### config.mk
export PLATFORM = sky130hd
export DESIGN_NAME = stk_unit
export DESIGN_NICKNAME = d
export VERILOG_FILES = /design/src/hdl/stk_pkg.sv /design/src/hdl/stk_addr_calc.sv /design/src/hdl/stk_mem_port.sv /design/src/hdl/stk_unit.sv
export SDC_FILE = /design/constraint.sdc
export NUM_CORES = 1
export LEC_CHECK = 0
export ABC_AREA = 1
export BUFFER_PORTS_ARGS = -buffer_cell sky130_fd_sc_hd__buf_2
export CAP_MARGIN = 10
export CORE_MARGIN = 2
export CORE_UTILIZATION = 43
export DETAILED_ROUTE_END_ITERATION = 12
export PLACE_DENSITY_LB_ADDON = 0.12
export SYNTH_ARGS = -nofsm -noshare
export SYNTH_HDL_FRONTEND = slang
export SYNTH_SLANG_ARGS = --single-unit
### constraint.sdc
create_clock -name sys_clk -period 4 [get_ports sys_clk]
set_clock_uncertainty 0.2 [all_clocks]
set_input_delay 0.6 -clock sys_clk [delete_from_list [all_inputs] [get_ports sys_clk]]
set_output_delay 0.6 -clock sys_clk [all_outputs]
set_load 0.01 [all_outputs]
### src/hdl/stk_pkg.sv
// Shared constants and types for the stack instruction unit.
`default_nettype none
package stk_pkg;

	// ------------------------------------------------------------------
	// Widths
	// ------------------------------------------------------------------
	localparam int WORD_W = 16;
	localparam int ADDR_W = 15;
	localparam int CELL_W = 3;

	// ------------------------------------------------------------------
	// Status word layout and word counts
	// ------------------------------------------------------------------
	localparam int             STAT_OVF_BIT   = 0;
	localparam int             STAT_BYTE_BIT  = 1;
	localparam logic [15:0]    STAT_SW_MASK   = 16'hff00;
	localparam int             SIGN_BIT       = 15;
	localparam logic [2:0]     MAX_CELLS_REGS = 3'h4;
	localparam logic [2:0]     MAX_CELLS_STAT = 3'h6;
	localparam logic [2:0]     WORDS_REGS     = 3'h4;
	localparam logic [2:0]     WORDS_STAT     = 3'h2;
	localparam logic [15:0]    ONE_WORD       = 16'h0001;
	localparam logic [14:0]    ONE_ADDR       = 15'h0001;
	localparam logic [1:0]     IDX_X          = 2'h0;
	localparam logic [1:0]     IDX_A          = 2'h1;
	localparam logic [1:0]     IDX_ST         = 2'h2;
	localparam logic [1:0]     IDX_P          = 2'h3;

	// ------------------------------------------------------------------
	// Enumerations
	// ------------------------------------------------------------------
	typedef enum logic [2:0] {
		OP_READ  = 3'b000,
		OP_WRITE = 3'b001,
		OP_JPR   = 3'b010,
		OP_JPS   = 3'b011,
		OP_RPR   = 3'b100,
		OP_RPS   = 3'b101
	} stk_op_type;

	typedef enum logic [1:0] {
		MODE_DIRECT  = 2'b00,
		MODE_INDEXED = 2'b01,
		MODE_POP     = 2'b10,
		MODE_PUSH    = 2'b11
	} stk_mode_type;

	typedef enum logic [2:0] {
		ST_IDLE = 3'b000,
		ST_IND  = 3'b001,
		ST_PTR  = 3'b010,
		ST_PRE  = 3'b011,
		ST_ELEM = 3'b100,
		ST_POST = 3'b101,
		ST_XFER = 3'b110
	} stk_state_type;

endpackage
`default_nettype wire

### src/hdl/stk_addr_calc.sv
// Element address former for the four addressing modes.
`timescale 1ns/1ns
`default_nettype none
module stk_addr_calc #(
	parameter int W  = 16,
	parameter int AW = 15
) (
	input  wire logic [W-1:0]         ptr_word,
	input  wire logic [W-1:0]         index,
	input  wire stk_pkg::stk_mode_type mode,
	output logic      [AW-1:0]        elem_addr
);
	logic [W-1:0] sum;

	// ------------------------------------------------------------------
	// Address forming
	// ------------------------------------------------------------------
	// The signed sum wraps naturally; dropping the top bit forces it low.
	always_comb begin
		sum = ptr_word + index;
		if (mode == stk_pkg::MODE_INDEXED) begin
			elem_addr = sum[AW-1:0];
		end else begin
			elem_addr = ptr_word[AW-1:0];
		end
	end
endmodule // stk_addr_calc
`default_nettype wire

### src/hdl/stk_mem_port.sv
// One-access-at-a-time request and acknowledge port toward main memory.
`timescale 1ns/1ns
`default_nettype none
module stk_mem_port #(
	parameter int W  = 16,
	parameter int AW = 15
) (
	input  wire logic          sys_clk,
	input  wire logic          rst,
	input  wire logic          issue,
	input  wire logic          we,
	input  wire logic [AW-1:0] addr,
	input  wire logic [W-1:0]  wdata,
	input  wire logic [W-1:0]  mem_rdata,
	input  wire logic          mem_ack,
	output logic               mem_req,
	output logic               mem_we,
	output logic      [AW-1:0] mem_addr,
	output logic      [W-1:0]  mem_wdata,
	output logic               port_done,
	output logic      [W-1:0]  port_rdata
);
	logic          next_req;
	logic          next_we;
	logic [AW-1:0] next_addr;
	logic [W-1:0]  next_wdata;
	logic          next_done;
	logic [W-1:0]  next_rdata;

	always_comb begin
		next_req   = mem_req;
		next_we    = mem_we;
		next_addr  = mem_addr;
		next_wdata = mem_wdata;
		next_done  = 1'b0;
		next_rdata = port_rdata;
		if (issue) begin
			next_req   = 1'b1;
			next_we    = we;
			next_addr  = addr;
			next_wdata = wdata;
		end else if (mem_req && mem_ack) begin
			next_req   = 1'b0;
			next_done  = 1'b1;
			next_rdata = mem_rdata;
		end
	end

	always_ff @(posedge sys_clk) begin
		if (rst) begin
			mem_req    <= 1'b0;
			mem_we     <= 1'b0;
			mem_addr   <= '0;
			mem_wdata  <= '0;
			port_done  <= 1'b0;
			port_rdata <= '0;
		end else begin
			mem_req    <= next_req;
			mem_we     <= next_we;
			mem_addr   <= next_addr;
			mem_wdata  <= next_wdata;
			port_done  <= next_done;
			port_rdata <= next_rdata;
		end
	end
endmodule // stk_mem_port
`default_nettype wire

### src/hdl/stk_unit.sv
// Stack instruction execution unit: pointer fetch, element access, calls.
// What this block does
// - Stacks up to 32,768 whole words, last-in-first-out, starting anywhere.
// - Stacks grow downward; a push lands below the previous top entry.
// - Every access is a full word; byte mode is ignored.
// - Second instruction word is the absolute address of the pointer.
// - Base model drops bit 15 of addresses; indexing keeps the sign.
// - Extended model follows multilevel indirection of the pointer address.
// - Call and return instructions never use indirection.
// - Direct mode uses the fetched pointer itself as element address.
// - Indexed mode adds signed index and forces bit 15 low.
// - Pop accesses at pointer, then writes back pointer plus one.
// - Push writes back pointer minus one, then accesses there.
// - Register call pushes index, accumulator, status, return address.
// - Both calls clear the overflow and byte mode flags.
// - Calls jump to one above the pointer address word.
// - A call used as interrupt instruction clears interrupt enable.
// - Status call pushes only status and return address.
// - Register return pops return address, status, accumulator, index.
// - Return enables interrupts, loads flags, keeps switch bits.
// - Status return pops only return address and status.
// - Temporary cells: at most four for registers, six for status.
// - Temporary cells sit above saved words and are never touched.
`timescale 1ns/1ns
`default_nettype none
module stk_unit #(
	parameter int W  = stk_pkg::WORD_W,
	parameter int AW = stk_pkg::ADDR_W,
	parameter int CW = stk_pkg::CELL_W
) (
	input  wire logic                  sys_clk,
	input  wire logic                  rst,
	input  wire logic                  start,
	input  wire stk_pkg::stk_op_type   op_kind,
	input  wire stk_pkg::stk_mode_type addressing_mode_operand,
	input  wire logic                  indirect,
	input  wire logic                  ext_model,
	input  wire logic                  int_instr,
	input  wire logic [CW-1:0]         temp_cell_count,
	input  wire logic [W-1:0]          pointer_address_word,
	input  wire logic [W-1:0]          index_reg,
	input  wire logic [W-1:0]          acc_reg,
	input  wire logic [W-1:0]          status_reg,
	input  wire logic [W-1:0]          pc_reg,
	input  wire logic [W-1:0]          elem_wdata,
	input  wire logic [W-1:0]          mem_rdata,
	input  wire logic                  mem_ack,
	output logic                       busy,
	output logic                       done,
	output logic      [W-1:0]          elem_data,
	output logic      [AW-1:0]         element_address,
	output logic      [W-1:0]          pc_out,
	output logic      [W-1:0]          status_out,
	output logic      [W-1:0]          acc_out,
	output logic      [W-1:0]          index_out,
	output logic                       int_enable,
	output logic                       mem_req,
	output logic                       mem_we,
	output logic      [AW-1:0]         mem_addr,
	output logic      [W-1:0]          mem_wdata
);
	// ------------------------------------------------------------------
	// State
	// ------------------------------------------------------------------
	stk_pkg::stk_state_type state, next_state;
	stk_pkg::stk_op_type    op, next_op;
	stk_pkg::stk_mode_type  mode, next_mode;
	logic          sent, next_sent;
	logic          intr, next_intr;
	logic [CW-1:0] cell_req, next_cell_req;
	logic [CW-1:0] k, next_k;
	logic [AW-1:0] ptr_loc, next_ptr_loc;
	logic [W-1:0]  ptr, next_ptr;
	logic [W-1:0]  xr, next_xr;
	logic [W-1:0]  ar, next_ar;
	logic [W-1:0]  sr, next_sr;
	logic [W-1:0]  pr, next_pr;
	logic [W-1:0]  wd, next_wd;
	logic          next_busy, next_done, next_ie;
	logic [W-1:0]  next_elem_data, next_pc, next_status;
	logic [W-1:0]  next_acc, next_index;
	logic [AW-1:0] next_elem_addr;

	logic          issue, is_call, is_ret, is_regs, is_elem, last_word;
	logic          p_we;
	logic [AW-1:0] p_addr;
	logic [W-1:0]  p_wdata, new_ptr, push_addr, save_word;
	logic [CW-1:0] words, cells;
	logic [1:0]    save_idx;
	logic [AW-1:0] calc_addr;
	logic          port_done;
	logic [W-1:0]  port_rdata;

	stk_addr_calc #(.W(W), .AW(AW)) u_calc (
		.ptr_word  (ptr),
		.index     (xr),
		.mode      (mode),
		.elem_addr (calc_addr)
	);

	stk_mem_port #(.W(W), .AW(AW)) u_port (
		.sys_clk    (sys_clk),
		.rst        (rst),
		.issue      (issue),
		.we         (p_we),
		.addr       (p_addr),
		.wdata      (p_wdata),
		.mem_rdata  (mem_rdata),
		.mem_ack    (mem_ack),
		.mem_req    (mem_req),
		.mem_we     (mem_we),
		.mem_addr   (mem_addr),
		.mem_wdata  (mem_wdata),
		.port_done  (port_done),
		.port_rdata (port_rdata)
	);

	// ------------------------------------------------------------------
	// Decode and access forming
	// ------------------------------------------------------------------
	// Counts above the limit saturate, so a bad count cannot reach cells
	// belonging to the caller's frame.
	always_comb begin
		is_call = (op == stk_pkg::OP_JPR) || (op == stk_pkg::OP_JPS);
		is_ret  = (op == stk_pkg::OP_RPR) || (op == stk_pkg::OP_RPS);
		is_regs = (op == stk_pkg::OP_JPR) || (op == stk_pkg::OP_RPR);
		is_elem = !is_call && !is_ret;
		words   = is_regs ? stk_pkg::WORDS_REGS : stk_pkg::WORDS_STAT;
		cells   = cell_req;
		if (is_regs && cell_req > stk_pkg::MAX_CELLS_REGS) begin
			cells = stk_pkg::MAX_CELLS_REGS;
		end else if (!is_regs && cell_req > stk_pkg::MAX_CELLS_STAT) begin
			cells = stk_pkg::MAX_CELLS_STAT;
		end
		last_word = (k == words - 3'(1));
		// Saved words go below the cells, never into them.
		push_addr = ptr - W'(cells) - W'(k) - stk_pkg::ONE_WORD;
		save_idx  = is_regs ? k[1:0] : 2'(k + stk_pkg::WORDS_STAT);
		case (save_idx)
			stk_pkg::IDX_X:  save_word = xr;
			stk_pkg::IDX_A:  save_word = ar;
			stk_pkg::IDX_ST: save_word = sr;
			default:         save_word = pr;
		endcase
		if (is_call) begin
			new_ptr = ptr - W'(cells) - W'(words);
		end else if (is_ret) begin
			new_ptr = ptr + W'(cells) + W'(words);
		end else begin
			new_ptr = ptr + stk_pkg::ONE_WORD;
		end
		issue   = (state != stk_pkg::ST_IDLE) && !sent;
		p_we    = 1'b0;
		p_addr  = ptr_loc;
		p_wdata = new_ptr;
		case (state)
			stk_pkg::ST_PRE: begin
				p_we    = 1'b1;
				p_wdata = ptr - stk_pkg::ONE_WORD;
			end
			stk_pkg::ST_ELEM: begin
				p_we    = (op == stk_pkg::OP_WRITE);
				p_addr  = calc_addr;
				p_wdata = wd;
			end
			stk_pkg::ST_POST: begin
				p_we = 1'b1;
			end
			stk_pkg::ST_XFER: begin
				p_we    = is_call;
				p_addr  = is_call ? push_addr[AW-1:0] : AW'(ptr + W'(k));
				p_wdata = save_word;
			end
			default: begin
				p_we = 1'b0;
			end
		endcase
	end

	// ------------------------------------------------------------------
	// Sequencer
	// ------------------------------------------------------------------
	always_comb begin
		next_state     = state;
		next_op        = op;
		next_mode      = mode;
		next_sent      = issue ? 1'b1 : (port_done ? 1'b0 : sent);
		next_intr      = intr;
		next_cell_req  = cell_req;
		next_k         = k;
		next_ptr_loc   = ptr_loc;
		next_ptr       = ptr;
		next_xr        = xr;
		next_ar        = ar;
		next_sr        = sr;
		next_pr        = pr;
		next_wd        = wd;
		next_busy      = busy;
		next_done      = 1'b0;
		next_ie        = int_enable;
		next_elem_data = elem_data;
		next_elem_addr = element_address;
		next_pc        = pc_out;
		next_status    = status_out;
		next_acc       = acc_out;
		next_index     = index_out;
		case (state)
			stk_pkg::ST_IDLE: begin
				if (start) begin
					next_op   = op_kind;
					next_mode = addressing_mode_operand;
					next_intr = int_instr;
					next_cell_req = temp_cell_count;
					next_ptr_loc = pointer_address_word[AW-1:0];
					next_xr   = index_reg;
					next_ar   = acc_reg;
					next_sr   = status_reg;
					next_pr   = pc_reg;
					next_wd   = elem_wdata;
					next_busy = 1'b1;
					next_k    = '0;
					if (indirect && ext_model && op_kind != stk_pkg::OP_JPR
						&& op_kind != stk_pkg::OP_JPS
						&& op_kind != stk_pkg::OP_RPR
						&& op_kind != stk_pkg::OP_RPS) begin
						next_state = stk_pkg::ST_IND;
					end else begin
						next_state = stk_pkg::ST_PTR;
					end
				end
			end
			stk_pkg::ST_IND: begin
				if (port_done) begin
					next_ptr_loc = port_rdata[AW-1:0];
					if (!port_rdata[stk_pkg::SIGN_BIT]) begin
						next_state = stk_pkg::ST_PTR;
					end
				end
			end
			stk_pkg::ST_PTR: begin
				if (port_done) begin
					// Full word kept so a set top bit still indexes as negative.
					next_ptr = port_rdata;
					if (!is_elem) begin
						next_state = stk_pkg::ST_XFER;
					end else if (mode == stk_pkg::MODE_PUSH) begin
						next_state = stk_pkg::ST_PRE;
					end else begin
						next_state = stk_pkg::ST_ELEM;
					end
				end
			end
			stk_pkg::ST_PRE: begin
				if (port_done) begin
					next_ptr   = ptr - stk_pkg::ONE_WORD;
					next_state = stk_pkg::ST_ELEM;
				end
			end
			stk_pkg::ST_ELEM: begin
				if (port_done) begin
					next_elem_addr = calc_addr;
					if (op == stk_pkg::OP_READ) begin
						next_elem_data = port_rdata;
					end
					if (mode == stk_pkg::MODE_POP) begin
						next_state = stk_pkg::ST_POST;
					end else begin
						next_state = stk_pkg::ST_IDLE;
						next_busy  = 1'b0;
						next_done  = 1'b1;
					end
				end
			end
			stk_pkg::ST_XFER: begin
				if (port_done) begin
					next_k = k + 3'(1);
					if (is_ret) begin
						case (k[1:0])
							stk_pkg::IDX_X: next_pr = port_rdata;
							stk_pkg::IDX_A: next_sr = port_rdata;
							stk_pkg::IDX_ST: next_ar = port_rdata;
							default: next_xr = port_rdata;
						endcase
					end
					if (last_word) begin
						next_state = stk_pkg::ST_POST;
					end
				end
			end
			stk_pkg::ST_POST: begin
				if (port_done) begin
					next_state = stk_pkg::ST_IDLE;
					next_busy  = 1'b0;
					next_done  = 1'b1;
					next_ptr   = new_ptr;
					next_pc    = pr;
					next_status = sr;
					next_acc   = ar;
					next_index = xr;
					if (is_call) begin
						next_pc = W'(ptr_loc) + stk_pkg::ONE_WORD;
						next_status[stk_pkg::STAT_OVF_BIT]  = 1'b0;
						next_status[stk_pkg::STAT_BYTE_BIT] = 1'b0;
						if (intr) begin
							next_ie = 1'b0;
						end
					end else if (is_ret) begin
						next_ie = 1'b1;
						next_status = (sr & ~stk_pkg::STAT_SW_MASK)
							| (status_reg & stk_pkg::STAT_SW_MASK);
					end
				end
			end
			default: begin
				next_state = stk_pkg::ST_IDLE;
			end
		endcase
	end

	always_ff @(posedge sys_clk) begin
		if (rst) begin
			state           <= stk_pkg::ST_IDLE;
			op              <= stk_pkg::OP_READ;
			mode            <= stk_pkg::MODE_DIRECT;
			sent            <= 1'b0;
			intr            <= 1'b0;
			cell_req        <= '0;
			k               <= '0;
			ptr_loc         <= '0;
			ptr             <= '0;
			xr              <= '0;
			ar              <= '0;
			sr              <= '0;
			pr              <= '0;
			wd              <= '0;
			busy            <= 1'b0;
			done            <= 1'b0;
			int_enable      <= 1'b0;
			elem_data       <= '0;
			element_address <= '0;
			pc_out          <= '0;
			status_out      <= '0;
			acc_out         <= '0;
			index_out       <= '0;
		end else begin
			state           <= next_state;
			op              <= next_op;
			mode            <= next_mode;
			sent            <= next_sent;
			intr            <= next_intr;
			cell_req        <= next_cell_req;
			k               <= next_k;
			ptr_loc         <= next_ptr_loc;
			ptr             <= next_ptr;
			xr              <= next_xr;
			ar              <= next_ar;
			sr              <= next_sr;
			pr              <= next_pr;
			wd              <= next_wd;
			busy            <= next_busy;
			done            <= next_done;
			int_enable      <= next_ie;
			elem_data       <= next_elem_data;
			element_address <= next_elem_addr;
			pc_out          <= next_pc;
			status_out      <= next_status;
			acc_out         <= next_acc;
			index_out       <= next_index;
		end
	end
endmodule // stk_unit
`default_nettype wire

### Word-level counts from Yosys, hierarchy flattened

Index checks and enable logic that the tools add are counted.

| cells by class | value |
|---|---|
| bitwise logic cells | 2 |
| add/sub/neg operators | 14 |
| reductions and logical operators | 47 |
| eq/ne operators | 39 |
| $lt $le $gt $ge | 2 |
| muxes and demuxes | 76 |

Operator list:

| cell | number |
|---|---|
| 2-to-1 mux 16 bit | 23 |
| case mux 16 bit (3 select lines) | 3 |
| case mux 16 bit (2 select lines) | 4 |
| 2-to-1 mux 15 bit | 4 |
| case mux 15 bit (2 select lines) | 2 |
| 2-to-1 mux 3 bit | 17 |
| adder 16 x 3 -> 16 bit | 2 |
| subtractor 16 x 3 -> 16 bit | 2 |
| AND reduction 5 bit | 5 |
| case mux 3 bit (7 select lines) | 1 |
| != test 2 x 1 -> 1 bit (second input constant) | 9 |
| adder 15 x 1 -> 16 bit (second input constant) | 1 |
| adder 16 x 1 -> 16 bit (second input constant) | 1 |
| OR 8 x 16 -> 16 bit | 1 |
| subtractor 16 x 1 -> 16 bit (second input constant) | 1 |
| adder 15 bit | 1 |
| adder 15 x 3 -> 15 bit | 1 |
| == test 3 bit (second input constant) | 5 |
| subtractor 15 x 1 -> 15 bit (second input constant) | 1 |
| subtractor 15 x 3 -> 15 bit | 1 |
| 2-to-1 mux 1 bit | 14 |
| 2-to-1 mux 14 bit | 1 |
| != test 2 bit (second input constant) | 7 |
| == test 3 x 2 -> 1 bit (second input constant) | 4 |
| 28 further kinds | 69 |

| storage, ports and cells | value |
|---|---|
| output and inout bits | 131 |
| word-level logic and storage cells | 209 |
| input bits | 127 |
| bits in registers | 275 |

### Depth between registers and ports, before layout

| depth | value |
|---|---|
| depth in word-level cells | 12 |
| depth in mapped cells | 28 |
| mapped depth without buffers | 28 |

### By module

From an unflattened synthesis, not the netlist that was laid out.

| unflattened totals | value |
|---|---|
| cell total of the unflattened synthesis | 2,369 |
| area total of the unflattened synthesis | 15,745.1 µm² |

By module, submodules not included:

| module | area each (µm²) | cells each | seq. area each (µm²) | times used |
|---|---|---|---|---|
| stk_unit | 12,851.1 | 1,906 | 4,504.3 | 1 |
| stk_mem_port | 1,828.0 | 247 | 1,001.0 | 1 |
| stk_addr_calc | 1,066.0 | 216 | 0.0 | 1 |

### Worst setup path before layout

Ideal clock, no wire load.

| path | value |
|---|---|
| path type | register to register |
| start | register op[1] |
| end | register u_port.mem_addr[9] |
| cell stages (with the launch flop) | 26 |
| library setup time | 113 ps |
| data arrival time | 3,287 ps |
| buffers on the path | 0 |
| setup slack | 400 ps |
| cell sequence | dfxtp_1 > nand2_4 > nand2_4 > nand2_8 > inv_6 > nand2_1 > o211ai_1 > inv_1 > ha_1 > fa_1 > inv_1 > nor2_1 > nor2_1 > ha_1 > nand2_1 > nand2_1 > a31oi_1 > nand3_1 > nor2_1 > inv_1 > o21ai_1 > nand3_1 > nand3_1 > nand2_1 > o21ai_1 > inv_1 |

| on the way | value |
|---|---|
| longest elaborated chain between the ends | 11 |

RTL lines:

| element | RTL line | source |
|---|---|---|
| start: declaration | stk_unit.sv:66 | `stk_pkg::stk_op_type op, next_op;` |
| start signal: assignment | stk_unit.sv:323 | `op <= stk_pkg::OP_READ;` |
| start signal: assignment | stk_unit.sv:347 | `op <= next_op;` |
| == test 3 x 2 -> 1 bit or == test 3 bit (tied branches) | stk_unit.sv:124, stk_unit.sv:126 |  |
| logical OR 1 bit | stk_unit.sv:126 | `is_regs = (op == stk_pkg::OP_JPR) \|\| (op == stk_pkg::OP_RPR);` |
| zero test 1 bit | stk_unit.sv:132 | `end else if (!is_regs && cell_req > stk_pkg::MAX_CELLS_STAT) begin` |
| logical AND 1 bit | stk_unit.sv:132 |  |
| 2-to-1 mux 3 bit | stk_unit.sv:132 |  |
| 2-to-1 mux 3 bit | stk_unit.sv:130 | `if (is_regs && cell_req > stk_pkg::MAX_CELLS_REGS) begin` |
| subtractor 16 x 3 -> 16 bit | n/a |  |
| subtractor 15 x 3 -> 15 bit | stk_unit.sv:137 | `push_addr = ptr - W'(cells) - W'(k) - stk_pkg::ONE_WORD;` |
| subtractor 15 x 1 -> 15 bit | stk_unit.sv:137 |  |
| 2-to-1 mux 15 bit (*) | stk_unit.sv:171 | `p_addr = is_call ? push_addr[AW-1:0] : AW'(ptr + W'(k));` |
| case mux 15 bit (2 select lines) (*) | stk_unit.sv:156 | `case (state)` |
| end signal: assignment | stk_mem_port.sv:60 | `mem_addr <= next_addr;` |
| end: declaration | stk_mem_port.sv:18 | `output logic [AW-1:0] mem_addr,` |

Mark *: on every way between the ends. The rest lies on a longest branch, timed or not.
A chain may end at the register's enable or synchronous reset.

### Worst setup path after layout

| path | value |
|---|---|
| start | register op[1] |
| end | register u_port.mem_addr[7] |

Same word-level chain as after synthesis.

==> results.txt <==
The flow ran to the end, and the final reports show no timing, DRC or antenna violations. The run gives 108 as the maximum number of pins on one net before global-route repair. The tools report the count of final max-slew check failures as 0.

Port buffering added 256 buffers. The delay of the slowest cell on the worst path came out at 0.38 ns. The worst hold path begins at elem_wdata[10].

For the maximum count of clock buffers along a single path, the log shows 3. In this run, synthesis inferred 0 flip-flops with an integrated enable. For this run, the post-layout net count is 2,651. After detailed routing, the average wire length per cell comes to 21.7 µm. The vias per cell was 5.67. For the final count of hold timing violations, the log shows 0. The logs give 0 for the count of instances resized after the clock tree is built and 0.0427 ns for the worst slack after detailed placement.

The count of distinct cell types in the synthesized netlist is 57, and the static power due to leakage is 0.00836 µW. For the pin with the worst max-slew slack, the measured transition is 1.01 ns. Cells with a size suffix above 1 make up 17.6% of the layout. Number of global-route vias before repair: 15.7k. The first global-routing pass estimated 96,500 µm of wire. Setup violations remaining at the end of the flow were counted as 0. Dividing total power by cell area gives a power density of 653 nW/µm². In the layout the commonest cells are nand2_1 (536), dfxtp_1 (275), buf_2 (256), o21ai_0 (249), a21oi_1 (202). The startpoint identified for the worst register-to-register timing path is op[1].

Row generation in the floorplan step produced 69 rows. Setup total negative slack on the finished layout was measured at 0 ns. The run gives 0.360 mV as the peak supply drop. The clock period minus worst slack came out at 3.79 ns.

In this run, the number of DRC markers left after iteration 0 of detailed routing was 1,556. The maximum net fanout on the critical path came out at 4. 258 I/O pins were placed. The mapped netlist covers 15,400 µm². Summed over all layers, the global routing overflow is 0.

Timing would allow up to 264 MHz. The number of register bits inferred by synthesis works out to 275. The TritonCTS buffer count is 31. The run gives 64,200 µm as the post-detailed-routing wire length. The run gives 6 as the detailed-routing iteration count for the pre-antenna-repair pass. Leading cell type in the layout, fill and taps excluded: nand2_1. The run gives 0 as the detailed-route DRC error count. Of all flip-flops after synthesis, the portion carrying an async set or reset was 0%. Routability-driven placement finished with a final weighted congestion of 0.957. For the maximum level of the CTS H-tree, the log shows 1.

The count of maximum capacitance violations was 0; the number of nets produced by synthesis was 2,444. CTS saw 275 sinks. The flip-flop cell with the highest count after synthesis is dfxtp_1. Detailed placement finished with a half-perimeter wire length of 48,700 µm. The CTS clock-pin slew for the worst setup and hold paths is 0.06 ns. The worst hold path belongs to the class in2reg. The run gives 11,800 µW as the post-route total power. The largest individual stage delay along the critical path comes from the cell fa_1. Global routing used 33.2% of the available tracks. The die width came out at 193 µm. The die is 193 µm tall. The final route contains 16.8k vias. TritonCTS built the clock tree.

The category of the worst setup path launch point is a flop. Number of antenna violations at the first check in global routing: 0. The root cell of the clock tree was clkbuf_16. Arrival time of the worst setup path: 4.06 ns. For the required time at the endpoint of the critical path, the log shows 4.28 ns. After clock tree synthesis, the flow added hold-fix buffers numbering 0. Once routing completed, OpenROAD measured the worst setup slack at 0.214 ns.

The setup slack of the worst register-to-register path came out at 0.21 ns. The number of standard cells after synthesis was 2,273; the mean area per synthesized cell was 6.78 µm². The core outline area was 35,400 µm². The critical path starts at op[1]. The tools report the register area share after synthesis as 35.7%. The clock latency on the worst-skew pair was 0.59 ns; the relative area change from synthesis to final layout was 17.7%.

The worst reg2reg path endpoint was u_port.mem_addr[7]. The worst setup path is captured at a flop. The relative slew slack is 32.7%. For the number of nets with antenna violations after detailed routing, the log shows 0. The critical path ends at u_port.mem_addr[7].

In this run the post-CTS setup repair buffer count came out at 0. The tools report the effective utilization at floorplan as 43.5%. Measured in cells, the most critical reg-to-reg path has a length of 27.

The die covers 37,400 µm². Part of the cycle the worst path needs: 94.6%. The critical path in this run is classified as reg2reg.

During synthesis, Yosys emitted a total of 0 warnings.
[flip-flops by register name, indices dropped and copies added (netlist names), 15 cells and up]
register           cells
ar                    16
pr                    16
ptr_loc               15
status_out            16
elem_data             16
xr                    16
ptr                   16
index_out             16
pc_out                16
acc_out               16
sr                    16
u_port.mem_wdata      16
u_port.mem_addr       15
wd                    16
u_port.port_rdata     16
element_address       15
[per-stage QoR]
stage                     util (%)  instance area [µm²]  cells  hold WS [ns]
after floorplan                  -                15400   2273         0.224
after detailed placement      48.2                17100   2908         0.247
final                         51.2                18100   2965        0.0657
after global placement        48.2                17100   2908         0.236
after CTS                     51.1                18100   2964        0.0568
after global routing          51.2                18100   2964        0.0664
[report_power, final]
group / switching, µW / internal, µW / total [µW] / leakage [µW]
Clock: 1220 / 1690 / 2900 / 0.000495
Combinational: 3450 / 1540 / 4990 / 0.00562
Sequential: 657 / 3300 / 3960 / 0.00224
[logic make-up after synthesis]
kind of cell / share of synthesized area, %
AND/OR/NAND/NOR: 25.5
buffers and inverters: 8.92
AO/OA/AOI/OAI: 24.7
XOR/XNOR: 1.14
flip-flops: 35.7
adder cells (fa/ha/maj): 3.96
multiplexers: 0.0650
[final cells by class]
type,count,area (µm²)
timing repair buffer,305,1660
antenna,1,2.50
clock inverter,8,82.6
fill,3704,17300
sequential,275,5510
tap,461,577
inverter,206,781
multi-input combinational,1661,8570
clock buffer,48,950
[critical path: cells and delay by family, from the launching register on]
family | cells | cell delay, ns
AOI/OAI and AO/OA | 4 | 0.56
and+or+nand+nor | 13 | 1.08
DFF | 1 | 0.35
buffers and inverters | 7 | 0.55
adders and majority gates | 3 | 0.94
[worst min-delay path by stage]
| stage | end | slack [ns] | cells past startpoint |
|---|---|---|---|
| floorplan | wd[7] | 0.22 | 2 |
| global placement | wd[6] | 0.24 | 2 |
| detailed placement | wd[6] | 0.25 | 2 |
| CTS | wd[10] | 0.06 | 3 |
| global route | wd[2] | 0.07 | 3 |
| finish | wd[10] | 0.07 | 3 |
[cell usage after synthesis (all sizes together), types with 3 or more instances]
cell type | n | area [µm²]
a31oi | 98 | 613
fa | 8 | 160
dfxtp | 275 | 5510
or2 | 5 | 31.3
o211ai | 33 | 253
nor3 | 18 | 123
a221oi | 4 | 35.0
buf | 42 | 262
a21oi | 208 | 1060
clkbuf | 89 | 334
o21ai | 309 | 1550
o21bai | 13 | 97.6
xnor2 | 6 | 52.6
a41oi | 4 | 35.0
ha | 36 | 450
inv | 204 | 771
nand4 | 25 | 156
nor2 | 176 | 761
o22ai | 3 | 18.8
a211oi | 7 | 52.6
xor2 | 14 | 123
nand2 | 551 | 2160
nand3 | 127 | 651
[per-layer routing]
| metal | up-vias | global-route usage, % | part of all wire [%] |
|---|---|---|---|
| met5 | - | 0 | 0 |
| met4 | 0 | 12.2 | 3.9 |
| met3 | 125 | 4.59 | 8.1 |
| met2 | 740 | 50.8 | 43 |
| met1 | 7866 | 47.7 | 45 |
| li1 | 8089 | - | - |
(Power assumes the default switching activity.)
